==> config.mk <==
export PLATFORM = sky130hd
export DESIGN_NAME = adctd_top
export DESIGN_NICKNAME = d
export VERILOG_FILES = /design/src/inc/adctd_pkg.sv /design/src/core/adctd_top.sv /design/src/core/adctd_drive_dec.sv
export SDC_FILE = /design/constraint.sdc
export NUM_CORES = 1
export LEC_CHECK = 0
export BUFFER_PORTS_ARGS = -buffer_cell sky130_fd_sc_hd__buf_2
export CORE_ASPECT_RATIO = 2
export CORE_MARGIN = 2
export CORE_UTILIZATION = 45
export CTS_CLUSTER_SIZE = 28
export DETAILED_ROUTE_END_ITERATION = 12
export PLACE_DENSITY = 0.66
export SYNTH_ARGS = -nofsm -noshare
export SYNTH_HDL_FRONTEND = slang
export SYNTH_SLANG_ARGS = --single-unit
==> constraint.sdc <==
create_clock -name i_clk -period 8.6 [get_ports i_clk]
set_input_delay 0.86 -clock i_clk [delete_from_list [all_inputs] [get_ports i_clk]]
set_output_delay 0.86 -clock i_clk [all_outputs]
set_load 0.01 [all_outputs]
==> src/inc/adctd_pkg.sv <==
// Purpose: Constants and types for the touchscreen drive control block
// Assumes: 16-bit CPU register port, word registers at even byte addresses
// Notes:   Overview list below
//
// Overview of operation
// (RULE1) Code 010b: x_plate_pos high, x_plate_neg low, Y terminals undriven.
// (RULE2) Code 001b: y_plate_pos high, y_plate_neg low, X terminals undriven.
// (RULE3) Code 100b: y_plate_pos high, x_plate_neg low for contact resistance.
// (RULE4) Pull-high only on positive terminals, pull-low only on negative ones.
// (RULE5) Positive reference can connect internally to y_plate_pos.
// (RULE6) Negative reference can connect internally to y_plate_neg.
// (RULE7) Software takes two conversions per coordinate and averages them.
// (RULE8) Halt input suppresses unload on result register read.
// (RULE9) During halt, results still load into FIFO and interrupt may rise.
// (RULE10) Auxiliary clock may be chosen as conversion clock source.
// (RULE11) Result path advances only on system clock edges.
// (RULE12) Completed conversion asserts wake output to the wake unit.
// (RULE13) Software disables converter before low power when unneeded.
// (RULE14) Six 16-bit registers at even addresses FF F3C0h to FF F3CAh.
// (RULE15) Code 101b: weak pull x_plate_pos, y_plate_neg low, pen detector on.
// (RULE16) Positive reference codes: 00 supply, 01 pin, 10 input0, 11 input1.
// (RULE17) Negative reference codes: 00 ground, 10 input2, 11 input3, 01 reserved.
// (RULE18) Reset and reserved codes leave all plates undriven; changes only on write.
`default_nettype none
package adctd_pkg;
   localparam logic [23:0] ADDR_GLOBAL_CONFIG = 24'hfff3c0;
   localparam logic [23:0] ADDR_AUX_CONFIG    = 24'hfff3c2;
   localparam logic [23:0] ADDR_CONV_CONTROL  = 24'hfff3c4;
   localparam logic [23:0] ADDR_START_CONV    = 24'hfff3c6;
   localparam logic [23:0] ADDR_START_DELAY   = 24'hfff3c8;
   localparam logic [23:0] ADDR_CONV_RESULT   = 24'hfff3ca;
   localparam logic [15:0] RESET_VALUE        = 16'h0000;
   // global_config fields
   localparam int GC_CLKEN = 0;
   localparam int GC_DIFF  = 2;
   localparam int GC_TOUCH_LO = 6;
   localparam int GC_PREF_LO  = 9;
   localparam int GC_NREF_LO  = 11;
   localparam int GC_INTEN    = 14;
   // aux_config fields
   localparam int AC_CLKSEL = 0;
   localparam int AC_PRM    = 13;
   localparam int AC_TRG    = 14;
   localparam int AC_CNVT   = 15;
   localparam logic [15:0] AC_WR_MASK = 16'h0007;
   // conversion_result fields
   localparam int RS_DONE     = 15;
   localparam int RS_OVERRUN  = 14;
   localparam int RS_PEN_DOWN = 13;
   localparam int FIFO_DEPTH  = 4;
   typedef enum logic [2:0] {
      TC_NONE     = 3'b000,
      TC_SAMPLE_Y = 3'b001,
      TC_SAMPLE_X = 3'b010,
      TC_SAMPLE_Z1 = 3'b011,
      TC_SAMPLE_Z2 = 3'b100,
      TC_PEN_DET  = 3'b101
   } adctd_touch_e;
   localparam logic [1:0] PREF_AVCC = 2'b00;
   localparam logic [1:0] PREF_PIN  = 2'b01;
   localparam logic [1:0] PREF_IN0  = 2'b10;
   localparam logic [1:0] PREF_IN1  = 2'b11;
   localparam logic [1:0] NREF_AGND = 2'b00;
   localparam logic [1:0] NREF_IN2  = 2'b10;
   localparam logic [1:0] NREF_IN3  = 2'b11;
   // Plate drive: one-hot strengths per terminal
   typedef struct packed {
      logic x_pos_high;
      logic x_pos_weak;
      logic y_pos_high;
      logic x_neg_low;
      logic y_neg_low;
      logic pen_det_en;
   } adctd_drive_s;
   // Reference selection, one-hot per polarity
   typedef struct packed {
      logic pos_avcc;
      logic pos_pin;
      logic pos_in0;
      logic pos_y_plate;
      logic neg_agnd;
      logic neg_in2;
      logic neg_y_plate;
   } adctd_ref_s;
endpackage : adctd_pkg
`default_nettype wire

==> src/core/adctd_top.sv <==
// Purpose: Touchscreen drive, register map, result FIFO, freeze and wake
// Assumes: Conversion engine supplies a done pulse with data on i_clk
// Notes:   Pin-side inputs are double synchronised
`default_nettype none
module adctd_top #(
   parameter int DATA_W = 12
) (
   input  wire logic                        i_clk,
   input  wire logic                        i_rst,
   input  wire logic                        i_ce,
   input  wire logic [23:0]                 i_addr,
   input  wire logic                        i_rd,
   input  wire logic                        i_wr,
   input  wire logic [15:0]                 i_wdata,
   output logic      [15:0]                 o_rdata,
   input  wire logic                        i_freeze,
   input  wire logic                        i_conv_done,
   input  wire logic [DATA_W-1:0]           i_conv_data,
   input  wire logic                        i_pen_raw,
   output var        adctd_pkg::adctd_drive_s o_drive,
   output var        adctd_pkg::adctd_ref_s   o_ref,
   output logic                             o_conv_clk_aux,
   output logic                             o_converter_enable,
   output logic                             o_start_pulse,
   output logic      [15:0]                 o_conv_control,
   output logic      [15:0]                 o_start_delay,
   output logic                             o_converter_interrupt,
   output logic                             o_converter_wake_input
);
   import adctd_pkg::*;

   logic [15:0] global_config_reg;
   logic [15:0] aux_config_reg;
   logic [15:0] conv_control_reg;
   logic [15:0] start_delay_reg;
   logic [DATA_W-1:0] fifo_mem_reg [FIFO_DEPTH];
   logic [1:0]  rd_ptr_reg;
   logic [1:0]  wr_ptr_reg;
   logic [2:0]  count_reg;
   logic        overrun_reg;
   logic        unload_gap_reg;
   logic [1:0]  pen_sync_reg;
   logic [1:0]  frz_sync_reg;
   logic        primed_reg;
   logic        converting_reg;
   adctd_drive_s drive_next;
   adctd_ref_s   ref_next;

   function automatic logic hit(input logic [23:0] a, input logic [23:0] r);
      return a == r;
   endfunction : hit

   wire logic en_ok    = global_config_reg[GC_CLKEN];
   wire logic wr_gc    = i_ce && i_wr && hit(i_addr, ADDR_GLOBAL_CONFIG); // see (RULE14)
   wire logic rd_res   = i_ce && i_rd && hit(i_addr, ADDR_CONV_RESULT);
   wire logic frozen   = frz_sync_reg[1];
   wire logic unload   = rd_res && !frozen && (count_reg != 3'd0); // see (RULE8)
   wire logic load     = i_ce && i_conv_done && en_ok; // see (RULE9)
   wire logic full     = count_reg == 3'(FIFO_DEPTH);
   wire logic pen_det  = pen_sync_reg[1] && o_drive.pen_det_en;
   wire logic not_empty = count_reg != 3'd0;
   // Result waiting, no result read in the last two cycles
   wire logic fifo_ready = not_empty && !rd_res && !unload_gap_reg;

   adctd_drive_dec u_dec (
      .i_touch (wr_gc ? i_wdata[GC_TOUCH_LO+:3] : global_config_reg[GC_TOUCH_LO+:3]),
      .i_pref  (global_config_reg[GC_PREF_LO+:2]),
      .i_nref  (global_config_reg[GC_NREF_LO+:2]),
      .o_drive (drive_next),
      .o_ref   (ref_next)
   );

   // Input synchronisers
   always_ff @(posedge i_clk or posedge i_rst) begin
      if (i_rst) begin
         pen_sync_reg <= 2'b00;
         frz_sync_reg <= 2'b00;
      end else if (i_ce) begin
         pen_sync_reg <= {pen_sync_reg[0], i_pen_raw};
         frz_sync_reg <= {frz_sync_reg[0], i_freeze};
      end
   end

   // Configuration registers
   always_ff @(posedge i_clk or posedge i_rst) begin
      if (i_rst) begin
         global_config_reg <= RESET_VALUE;
         aux_config_reg    <= RESET_VALUE;
         conv_control_reg  <= RESET_VALUE;
         start_delay_reg   <= RESET_VALUE;
      end else if (i_ce && i_wr) begin
         if (hit(i_addr, ADDR_GLOBAL_CONFIG)) begin
            global_config_reg <= i_wdata;
         end
         if (hit(i_addr, ADDR_AUX_CONFIG)) begin
            aux_config_reg <= i_wdata & AC_WR_MASK;
         end
         if (hit(i_addr, ADDR_CONV_CONTROL) && en_ok) begin
            conv_control_reg <= i_wdata;
         end
         if (hit(i_addr, ADDR_START_DELAY) && en_ok) begin
            start_delay_reg <= i_wdata;
         end
      end
   end

   // Plate drivers updated only by a config write; references follow the register each cycle
   always_ff @(posedge i_clk or posedge i_rst) begin
      if (i_rst) begin
         o_drive <= '0; // see (RULE18)
         o_ref   <= '0;
      end else if (i_ce) begin
         if (wr_gc) begin
            o_drive <= drive_next; // see (RULE4)
         end
         o_ref <= ref_next;
      end
   end

   // Prime and conversion status
   always_ff @(posedge i_clk or posedge i_rst) begin
      if (i_rst) begin
         primed_reg     <= 1'b0;
         converting_reg <= 1'b0;
         o_start_pulse  <= 1'b0;
      end else if (i_ce) begin
         o_start_pulse <= i_wr && hit(i_addr, ADDR_START_CONV) && en_ok;
         if (!en_ok || i_conv_done) begin
            primed_reg     <= 1'b0;
            converting_reg <= 1'b0;
         end else if (i_wr && hit(i_addr, ADDR_START_CONV)) begin
            primed_reg     <= 1'b1;
            converting_reg <= 1'b1;
         end
      end
   end

   // Result FIFO on system clock
   always_ff @(posedge i_clk or posedge i_rst) begin // see (RULE11)
      if (i_rst) begin
         rd_ptr_reg  <= 2'd0;
         wr_ptr_reg  <= 2'd0;
         count_reg   <= 3'd0;
         overrun_reg <= 1'b0;
         for (int i = 0; i < FIFO_DEPTH; i++) begin
            fifo_mem_reg[i] <= '0;
         end
      end else if (i_ce) begin
         if (load && !full) begin
            fifo_mem_reg[wr_ptr_reg] <= i_conv_data;
            wr_ptr_reg <= wr_ptr_reg + 2'd1;
         end
         if (unload) begin
            rd_ptr_reg <= rd_ptr_reg + 2'd1;
         end
         count_reg <= count_reg + 3'((load && !full) ? 1 : 0) - 3'(unload ? 1 : 0);
         if (load && full && !unload) begin
            overrun_reg <= 1'b1;
         end else if (unload) begin
            overrun_reg <= 1'b0;
         end
      end
   end

   // Interrupt, and wake unless pen detected, low for two cycles from a result read
   always_ff @(posedge i_clk or posedge i_rst) begin
      if (i_rst) begin
         unload_gap_reg         <= 1'b0;
         o_converter_interrupt  <= 1'b0;
         o_converter_wake_input <= 1'b0;
      end else if (i_ce) begin
         unload_gap_reg         <= rd_res;
         o_converter_interrupt  <= fifo_ready && global_config_reg[GC_INTEN]; // see (RULE9)
         o_converter_wake_input <= fifo_ready || pen_det; // see (RULE12)
      end
   end

   // Registered copies of configuration
   always_ff @(posedge i_clk or posedge i_rst) begin
      if (i_rst) begin
         o_conv_clk_aux     <= 1'b0;
         o_converter_enable <= 1'b0;
         o_conv_control     <= '0;
         o_start_delay      <= '0;
      end else if (i_ce) begin
         o_conv_clk_aux     <= aux_config_reg[AC_CLKSEL]; // see (RULE10)
         o_converter_enable <= en_ok;
         o_conv_control     <= conv_control_reg;
         o_start_delay      <= start_delay_reg;
      end
   end

   // Read data, zero outside a read
   always_ff @(posedge i_clk or posedge i_rst) begin
      if (i_rst) begin
         o_rdata <= '0;
      end else if (i_ce) begin
         o_rdata <= '0;
         if (i_rd) begin
            case (i_addr)
               ADDR_GLOBAL_CONFIG: o_rdata <= global_config_reg;
               ADDR_AUX_CONFIG: begin
                  o_rdata <= aux_config_reg;
                  o_rdata[AC_PRM]  <= primed_reg;
                  o_rdata[AC_TRG]  <= converting_reg;
                  o_rdata[AC_CNVT] <= converting_reg;
               end
               ADDR_CONV_CONTROL: o_rdata <= conv_control_reg;
               ADDR_START_DELAY:  o_rdata <= start_delay_reg;
               ADDR_CONV_RESULT: begin
                  o_rdata[DATA_W-1:0]  <= fifo_mem_reg[rd_ptr_reg];
                  o_rdata[RS_DONE]     <= not_empty;
                  o_rdata[RS_OVERRUN]  <= overrun_reg;
                  o_rdata[RS_PEN_DOWN] <= pen_det;
               end
               default: o_rdata <= '0;
            endcase
         end
      end
   end
endmodule : adctd_top
`default_nettype wire

==> src/core/adctd_drive_dec.sv <==
// Purpose: Decodes driver and reference codes into one-hot controls
// Assumes: Purely combinational; caller registers the outputs
// Notes:   Reserved codes give no drive
`default_nettype none
module adctd_drive_dec (
   input  wire logic [2:0]                i_touch,
   input  wire logic [1:0]                i_pref,
   input  wire logic [1:0]                i_nref,
   output var        adctd_pkg::adctd_drive_s o_drive,
   output var        adctd_pkg::adctd_ref_s   o_ref
);
   import adctd_pkg::*;
   always_comb begin
      o_drive = '0;
      case (i_touch)
         TC_SAMPLE_X: begin
            o_drive.x_pos_high = 1'b1; // see (RULE1)
            o_drive.x_neg_low  = 1'b1;
         end
         TC_SAMPLE_Y: begin
            o_drive.y_pos_high = 1'b1; // see (RULE2)
            o_drive.y_neg_low  = 1'b1;
         end
         TC_SAMPLE_Z1: begin
            o_drive.x_pos_high = 1'b1;
            o_drive.y_neg_low  = 1'b1;
         end
         TC_SAMPLE_Z2: begin
            o_drive.y_pos_high = 1'b1; // see (RULE3)
            o_drive.x_neg_low  = 1'b1;
         end
         TC_PEN_DET: begin
            o_drive.x_pos_weak = 1'b1; // see (RULE15)
            o_drive.y_neg_low  = 1'b1;
            o_drive.pen_det_en = 1'b1;
         end
         default: o_drive = '0; // see (RULE18)
      endcase
   end
   always_comb begin
      o_ref = '0;
      case (i_pref) // see (RULE16)
         PREF_AVCC: o_ref.pos_avcc    = 1'b1;
         PREF_PIN:  o_ref.pos_pin     = 1'b1;
         PREF_IN0:  o_ref.pos_in0     = 1'b1;
         PREF_IN1:  o_ref.pos_y_plate = 1'b1; // see (RULE5)
         default:   o_ref.pos_avcc    = 1'b1;
      endcase
      case (i_nref) // see (RULE17)
         NREF_IN2: o_ref.neg_in2     = 1'b1;
         NREF_IN3: o_ref.neg_y_plate = 1'b1; // see (RULE6)
         default:  o_ref.neg_agnd    = 1'b1;
      endcase
   end
endmodule : adctd_drive_dec
`default_nettype wire

# [Word-level counts from Yosys, hierarchy flattened]
# Cells that the tools add are included.
[op_classes] add_sub_neg=4 order_cmp=3 n_eq_ne=17 n_mux=29 bitwise=2 reduce_logical=46
[op_table] cell="24-bit equality test (second input constant)" n=6
[op_table] cell="12-bit one-hot mux with 5 select lines" n=1
[op_table] cell="48-bit bitwise mux" n=1
[op_table] cell="12-bit 2-to-1 mux" n=3
[op_table] cell="12-bit binary-select mux with 2-bit select" n=1
[op_table] cell="12-bit demux with 2-bit select" n=1
[op_table] cell="1-bit logical AND" n=20
[op_table] cell="1-bit 2-to-1 mux" n=18
[op_table] cell="2-bit AND reduction" n=9
[op_table] cell="16-bit 2-to-1 mux" n=1
[op_table] cell="3-bit one-hot mux with 5 select lines" n=1
[op_table] cell="3-bit equality test (second input constant)" n=3
[op_table] cell="2-bit equality test (second input constant)" n=4
[op_table] cell="2-bit OR reduction" n=4
[op_table] cell="3-bit by 2-bit equality test with 1-bit output (second input constant)" n=2
[op_table] cell="3-bit >= comparator (second input constant)" n=2
[op_table] cell="1-bit logical NOT" n=6
[op_table] cell="2-bit NOT with 3-bit output" n=2
[op_table] cell="2-bit by 1-bit adder with 2-bit output (second input constant)" n=2
[op_table] cell="2-bit nonzero test" n=2
[op_table] cell="3-bit by 1-bit adder with 3-bit output" n=1
[op_table] cell="3-bit by 1-bit equality test with 1-bit output (second input constant)" n=1
[op_table] cell="3-bit by 1-bit < comparator with 1-bit output (second input constant)" n=1
[op_table] cell="3-bit 2-to-1 mux" n=1
[op_table] cell="other kinds (7)" n=8
[word_totals] reg_bits=178 inputBits=60 out_inout_bits=66 wordCells=137

# [Depth between registers and ports, before layout]
[depth] ltp_word=8 ltp_mapped=11 depth_no_buf=10

# [Cells and area by module]
# Synthesis repeated with hierarchy kept, for this count alone.
[unflattened] hier_cells=594 area_unflattened_um2=8107.8
[by_module_without_submodules] mod="adctd_top" instances=1 cells_per_inst=578 area_per_inst_um2=8015.2 seq_area_each_um2=4479.3
[by_module_without_submodules] mod="adctd_drive_dec" instances=1 cells_per_inst=16 area_per_inst_um2=92.6 seq_area_each_um2=0.0

# [Worst setup path after synthesis]
# OpenSTA, ideal clock, no wires.
[synth_timing] kind="input port to flip-flop" start="in i_addr[5]" end="reg count_reg[2]" setup_ps=123 arrival_ps=3180 required_ps=8477 setup_slack_ps=5297 stages=10 path_buffers=0 path_cell_list="or4b_4 nor4_4 and4_1 ha_1 inv_1 ha_1 fa_1 xnor2_1 nand2_1 xnor2_1"
[synth_via] elab_chain_len=6
[synth_lines] element="from (decl)" line="adctd_top.sv:11" source="input wire logic [23:0] i_addr,"
[synth_lines] element="24-bit equality test" line="adctd_top.sv:50" source="return a == r;"
[synth_lines] element="1-bit logical AND" line="adctd_top.sv:55" source="wire logic rd_res = i_ce && i_rd && hit(i_addr, ADDR_CONV_RESULT);"
[synth_lines] element="1-bit logical AND (2 in a row)" line="adctd_top.sv:57" source="wire logic unload = rd_res && !frozen && (count_reg != 3'd0);"
[synth_lines] element="1-bit 2-to-1 mux" line="adctd_top.sv:156" source="count_reg <= count_reg + 3'((load && !full) ? 1 : 0) - 3'(unload ? 1 : 0);"
[synth_lines] element="3-bit by 1-bit subtractor with 3-bit output" line="adctd_top.sv:156"
[synth_lines] element="to (signal assigned)" line="adctd_top.sv:156"
[synth_lines] element="to (decl)" line="adctd_top.sv:39" source="logic [2:0] count_reg;"
# No other way between the ends.
# A chain may end at the register's enable or synchronous reset.

# [Worst setup path in the final report]
[layout_timing] start="in i_ce" end="reg start_delay_reg[15]"
[layout_via] elab_chain_len=2
[layout_lines] element="from (decl)" line="adctd_top.sv:10" source="input wire logic i_ce,"
[layout_lines] element="1-bit logical AND" line="adctd_top.sv:91" source="end else if (i_ce && i_wr) begin"
[layout_lines] element="2-bit AND reduction (no source line)"
[layout_lines] element="to (signal assigned)" line="adctd_top.sv:102" source="start_delay_reg <= i_wdata;"
[layout_lines] element="to (decl)" line="adctd_top.sv:35" source="logic [15:0] start_delay_reg;"
# No other way between the ends.

==> results.sh <==
export IMPL_cts_buffers=17
export IMPL_power_per_cell_area_nw_per_um2=180
export IMPL_cts_htree_levels=4
export IMPL_fin_ws_ns=5.13
export IMPL_hold_viol_final=0
export IMPL_cp_arrival_ns=3.78
export IMPL_final_util_pct=52.9
export IMPL_crit_path_top_delay_cell="nand4_1"
export IMPL_cts_setup_buffers=0
export IMPL_grt_max_degree=107
export IMPL_grt_use_met3_pct=3.88
export IMPL_place_inst=872
export IMPL_finalWeightedCongestion=0.778
export IMPL_port_buffers=125
export IMPL_end_kind="flip-flop"
export IMPL_grt_pass1_wl_mm=29.2
export IMPL_fin_skew_ns=0.00818
export IMPL_cts_sinks=178
export IMPL_io_pins=126
export IMPL_post_cts_resized=0
export IMPL_r2r_setup_slack_ns=5.91
export IMPL_dp_hpwl_mm=12.2
export IMPL_avgSynthCellArea_um2=14.2
export IMPL_fp_dieW_um=98.3
export IMPL_antenna_left=0
export IMPL_routed_via_density=5.60
export IMPL_ys_types=52
export IMPL_fin_crit_sh_pct=40.4
export IMPL_antenna_found_initial=0
export IMPL_syn_nets=632
export IMPL_first_iter_violations=193
export IMPL_reg2reg_depth=10
export IMPL_dpl_worst_slack_ns=4.70
export IMPL_final_nets=745
export IMPL_drt_total_wl_mm=18.4
export IMPL_synth_edf_count=0
export IMPL_cts_root_buf="clkbuf_16"
export IMPL_clockBufferDepth=2
export IMPL_rsz0062_at_grt="false"
export IMPL_syn2layout_area_growth_pct=16.5
export IMPL_clock_fmax_mhz=288
export IMPL_syn_area_um2=8000
export IMPL_slew_viol_final=0
export IMPL_grt_busiest_layer="met2"
export IMPL_worstPathMaxFanout=72
export IMPL_ys_ff_latch=178
export IMPL_grt_met2_usage_pct=33.7
export IMPL_min_path_type="flip-flop to flip-flop"
export IMPL_r2r_start="count_reg[0]"
export IMPL_first_pass_iters=4
export IMPL_worstHoldEndpoint="o_converter_enable"
export IMPL_finalCriticalPeriod_ns=3.47
export IMPL_drc=0
export IMPL_n_antenna_cell=0
export IMPL_ys_seq_area_share_pct=55.7
export IMPL_stdcell_count=903
export IMPL_slew_headroom_pct=20.4
export IMPL_fp_dieH_um=193
export IMPL_rows=69
export IMPL_required_ns=8.90
export IMPL_setup_tns_ns=0
export IMPL_hold_depth=1
export IMPL_peakVddDrop_mv=0.133
export IMPL_worstMarginPinSlew_ns=1.19
export IMPL_ys_warnings_count=0
export IMPL_layout_drive_gt1_share_pct=48.0
export IMPL_clk_latency_ns=0.42
export IMPL_vias=5056
export IMPL_dieArea_um2=18900
export IMPL_setup_viol=0
export IMPL_critPathMaxStageDelay_ns=0.92
export IMPL_core_area_um2=17600
export IMPL_synthTopCellsByArea="dfrtp_1 (56%), mux2_2 (19%), mux2_4 (3.8%)"
export IMPL_r2r_end="count_reg[2]"
export IMPL_synth_largest_area_cell="dfrtp_1"
export IMPL_async_flop_share_pct=100
export IMPL_cts_tree="done"
export IMPL_clk_pin_slew_ns=0.07
export IMPL_largest_register_ffs=48
export IMPL_grt_pass1_vias=5246
export IMPL_maxCapViolCount=0
export IMPL_syn_inst=565
export IMPL_p_leak_nw=4.88
export IMPL_gr_usage_met1_pct=26.3
export IMPL_min_from="o_converter_enable"
export IMPL_gr_total_overflow=0
export IMPL_postCtsHoldBufs=0
export IMPL_ys_flop_type="dfrtp_1"
export IMPL_path_cells="buf_2, buf_4, and2_0, and3_1, nand4_1, mux2_2"
export IMPL_start_kind="primary input"
export IMPL_holdWs_ns=0.488
export IMPL_grt_total_usage_pct=20.0
export IMPL_synth_top_area_share_pct=55.7
export IMPL_wl_per_cell_um=20.4
export IMPL_initial_core_util_pct=45.4
export IMPL_crit_type="primary input to flip-flop"
export IMPL_outcome="finished, final reports clean"
[critical path: cells and delay by family]
family | cells | cell delay (ns)
simple gates | 3 | 1.54
mux | 1 | 0.65
buf+inv | 2 | 0.72
[worst max-delay path by stage]
stage / end / cells past startpoint / from / slack (ns)
after detailed placement: start_delay_reg[5] / 6 / i_ce / 4.70
final: start_delay_reg[15] / 6 / i_ce / 5.13
after global placement: count_reg[2] / 12 / i_ce / 4.83
after global routing: start_delay_reg[4] / 6 / i_ce / 4.94
after CTS: count_reg[2] / 12 / i_ce / 5.16
after floorplan: aux_config_reg[0] / 1 / i_rst / 2.91
[report_power, final]
group,internal [mW],total (mW),switching [mW]
combinational,0.0296,0.0869,0.0573
clock,0.419,0.738,0.319
sequential,0.845,0.853,0.00774
[synthesized netlist by cell type (3+ instances only)]
master     count
mux2i_1       13
nor3_1         4
clkbuf_1      22
mux2_2       135
o2bb2ai_1     12
a41o_1         4
nand4_1        7
a221oi_1       3
a21oi_1       12
xnor2_1        6
mux2_4        20
mux4_2        12
nor2_1        22
a221o_1        3
a22o_1         4
dfrtp_1      178
nand3b_1       5
buf_6          3
nor2b_1        5
nand2_1       11
o21ai_0       13
inv_1         17
ha_1           6
nand3_1        7
buf_1          6
nor4_1         3
[area by class of cell]
type | instances | area (um^2)
clock buffer | 22 | 474
multi-input combinational | 336 | 3320
tap | 213 | 267
inverter | 17 | 68.8
clock inverter | 9 | 82.6
sequential | 178 | 4450
timing repair buffer | 128 | 648
fill | 1485 | 8290
[per-stage QoR]
step | instance area, um^2 | power [mW]
2_1_floorplan | 8000 | 0.918
3_3_place_gp | 8760 | 0.955
3_5_place_dp | 8760 | 0.956
4_1_cts | 9320 | 1.69
5_1_grt | 9320 | 1.73
6_report | 9320 | 1.68
[layer usage]
| metal | vias up | wire length, um |
|---|---|---|
| met2 | 145 | 9190 |
| met4 | 0 | 302 |
| li1 | 2294 | - |
| met1 | 2596 | 8160 |
| met3 | 21 | 772 |
| met5 | - | 0 |
[cell usage in the layout, fill, tap and decap left out, types with 13 or more instances in the layout]
master / Yosys / routed
dfrtp_1: 178 / 178
mux2_2: 135 / 135
buf_2: 2 / 125
nor2_1: 22 / 22
mux2_4: 20 / 20
clkbuf_16: 0 / 17
inv_1: 17 / 16
mux2i_1: 13 / 13
o21ai_0: 13 / 13
[logic make-up (layout without fill, tap and decap cells)]
family / Yosys count / after routing / share of synthesized area [%]
buffers and inverters: 51 / 176 / 2.75
and+or+nand+nor: 84 / 84 / 6.59
adders and majority gates: 7 / 7 / 1.19
AOI/OAI and AO/OA: 58 / 58 / 5.24
muxes: 180 / 180 / 27.8
DFF: 178 / 178 / 55.7
xor gates and xnor gates: 7 / 7 / 0.767
No activity file was read; power rests on OpenSTA's default activity.
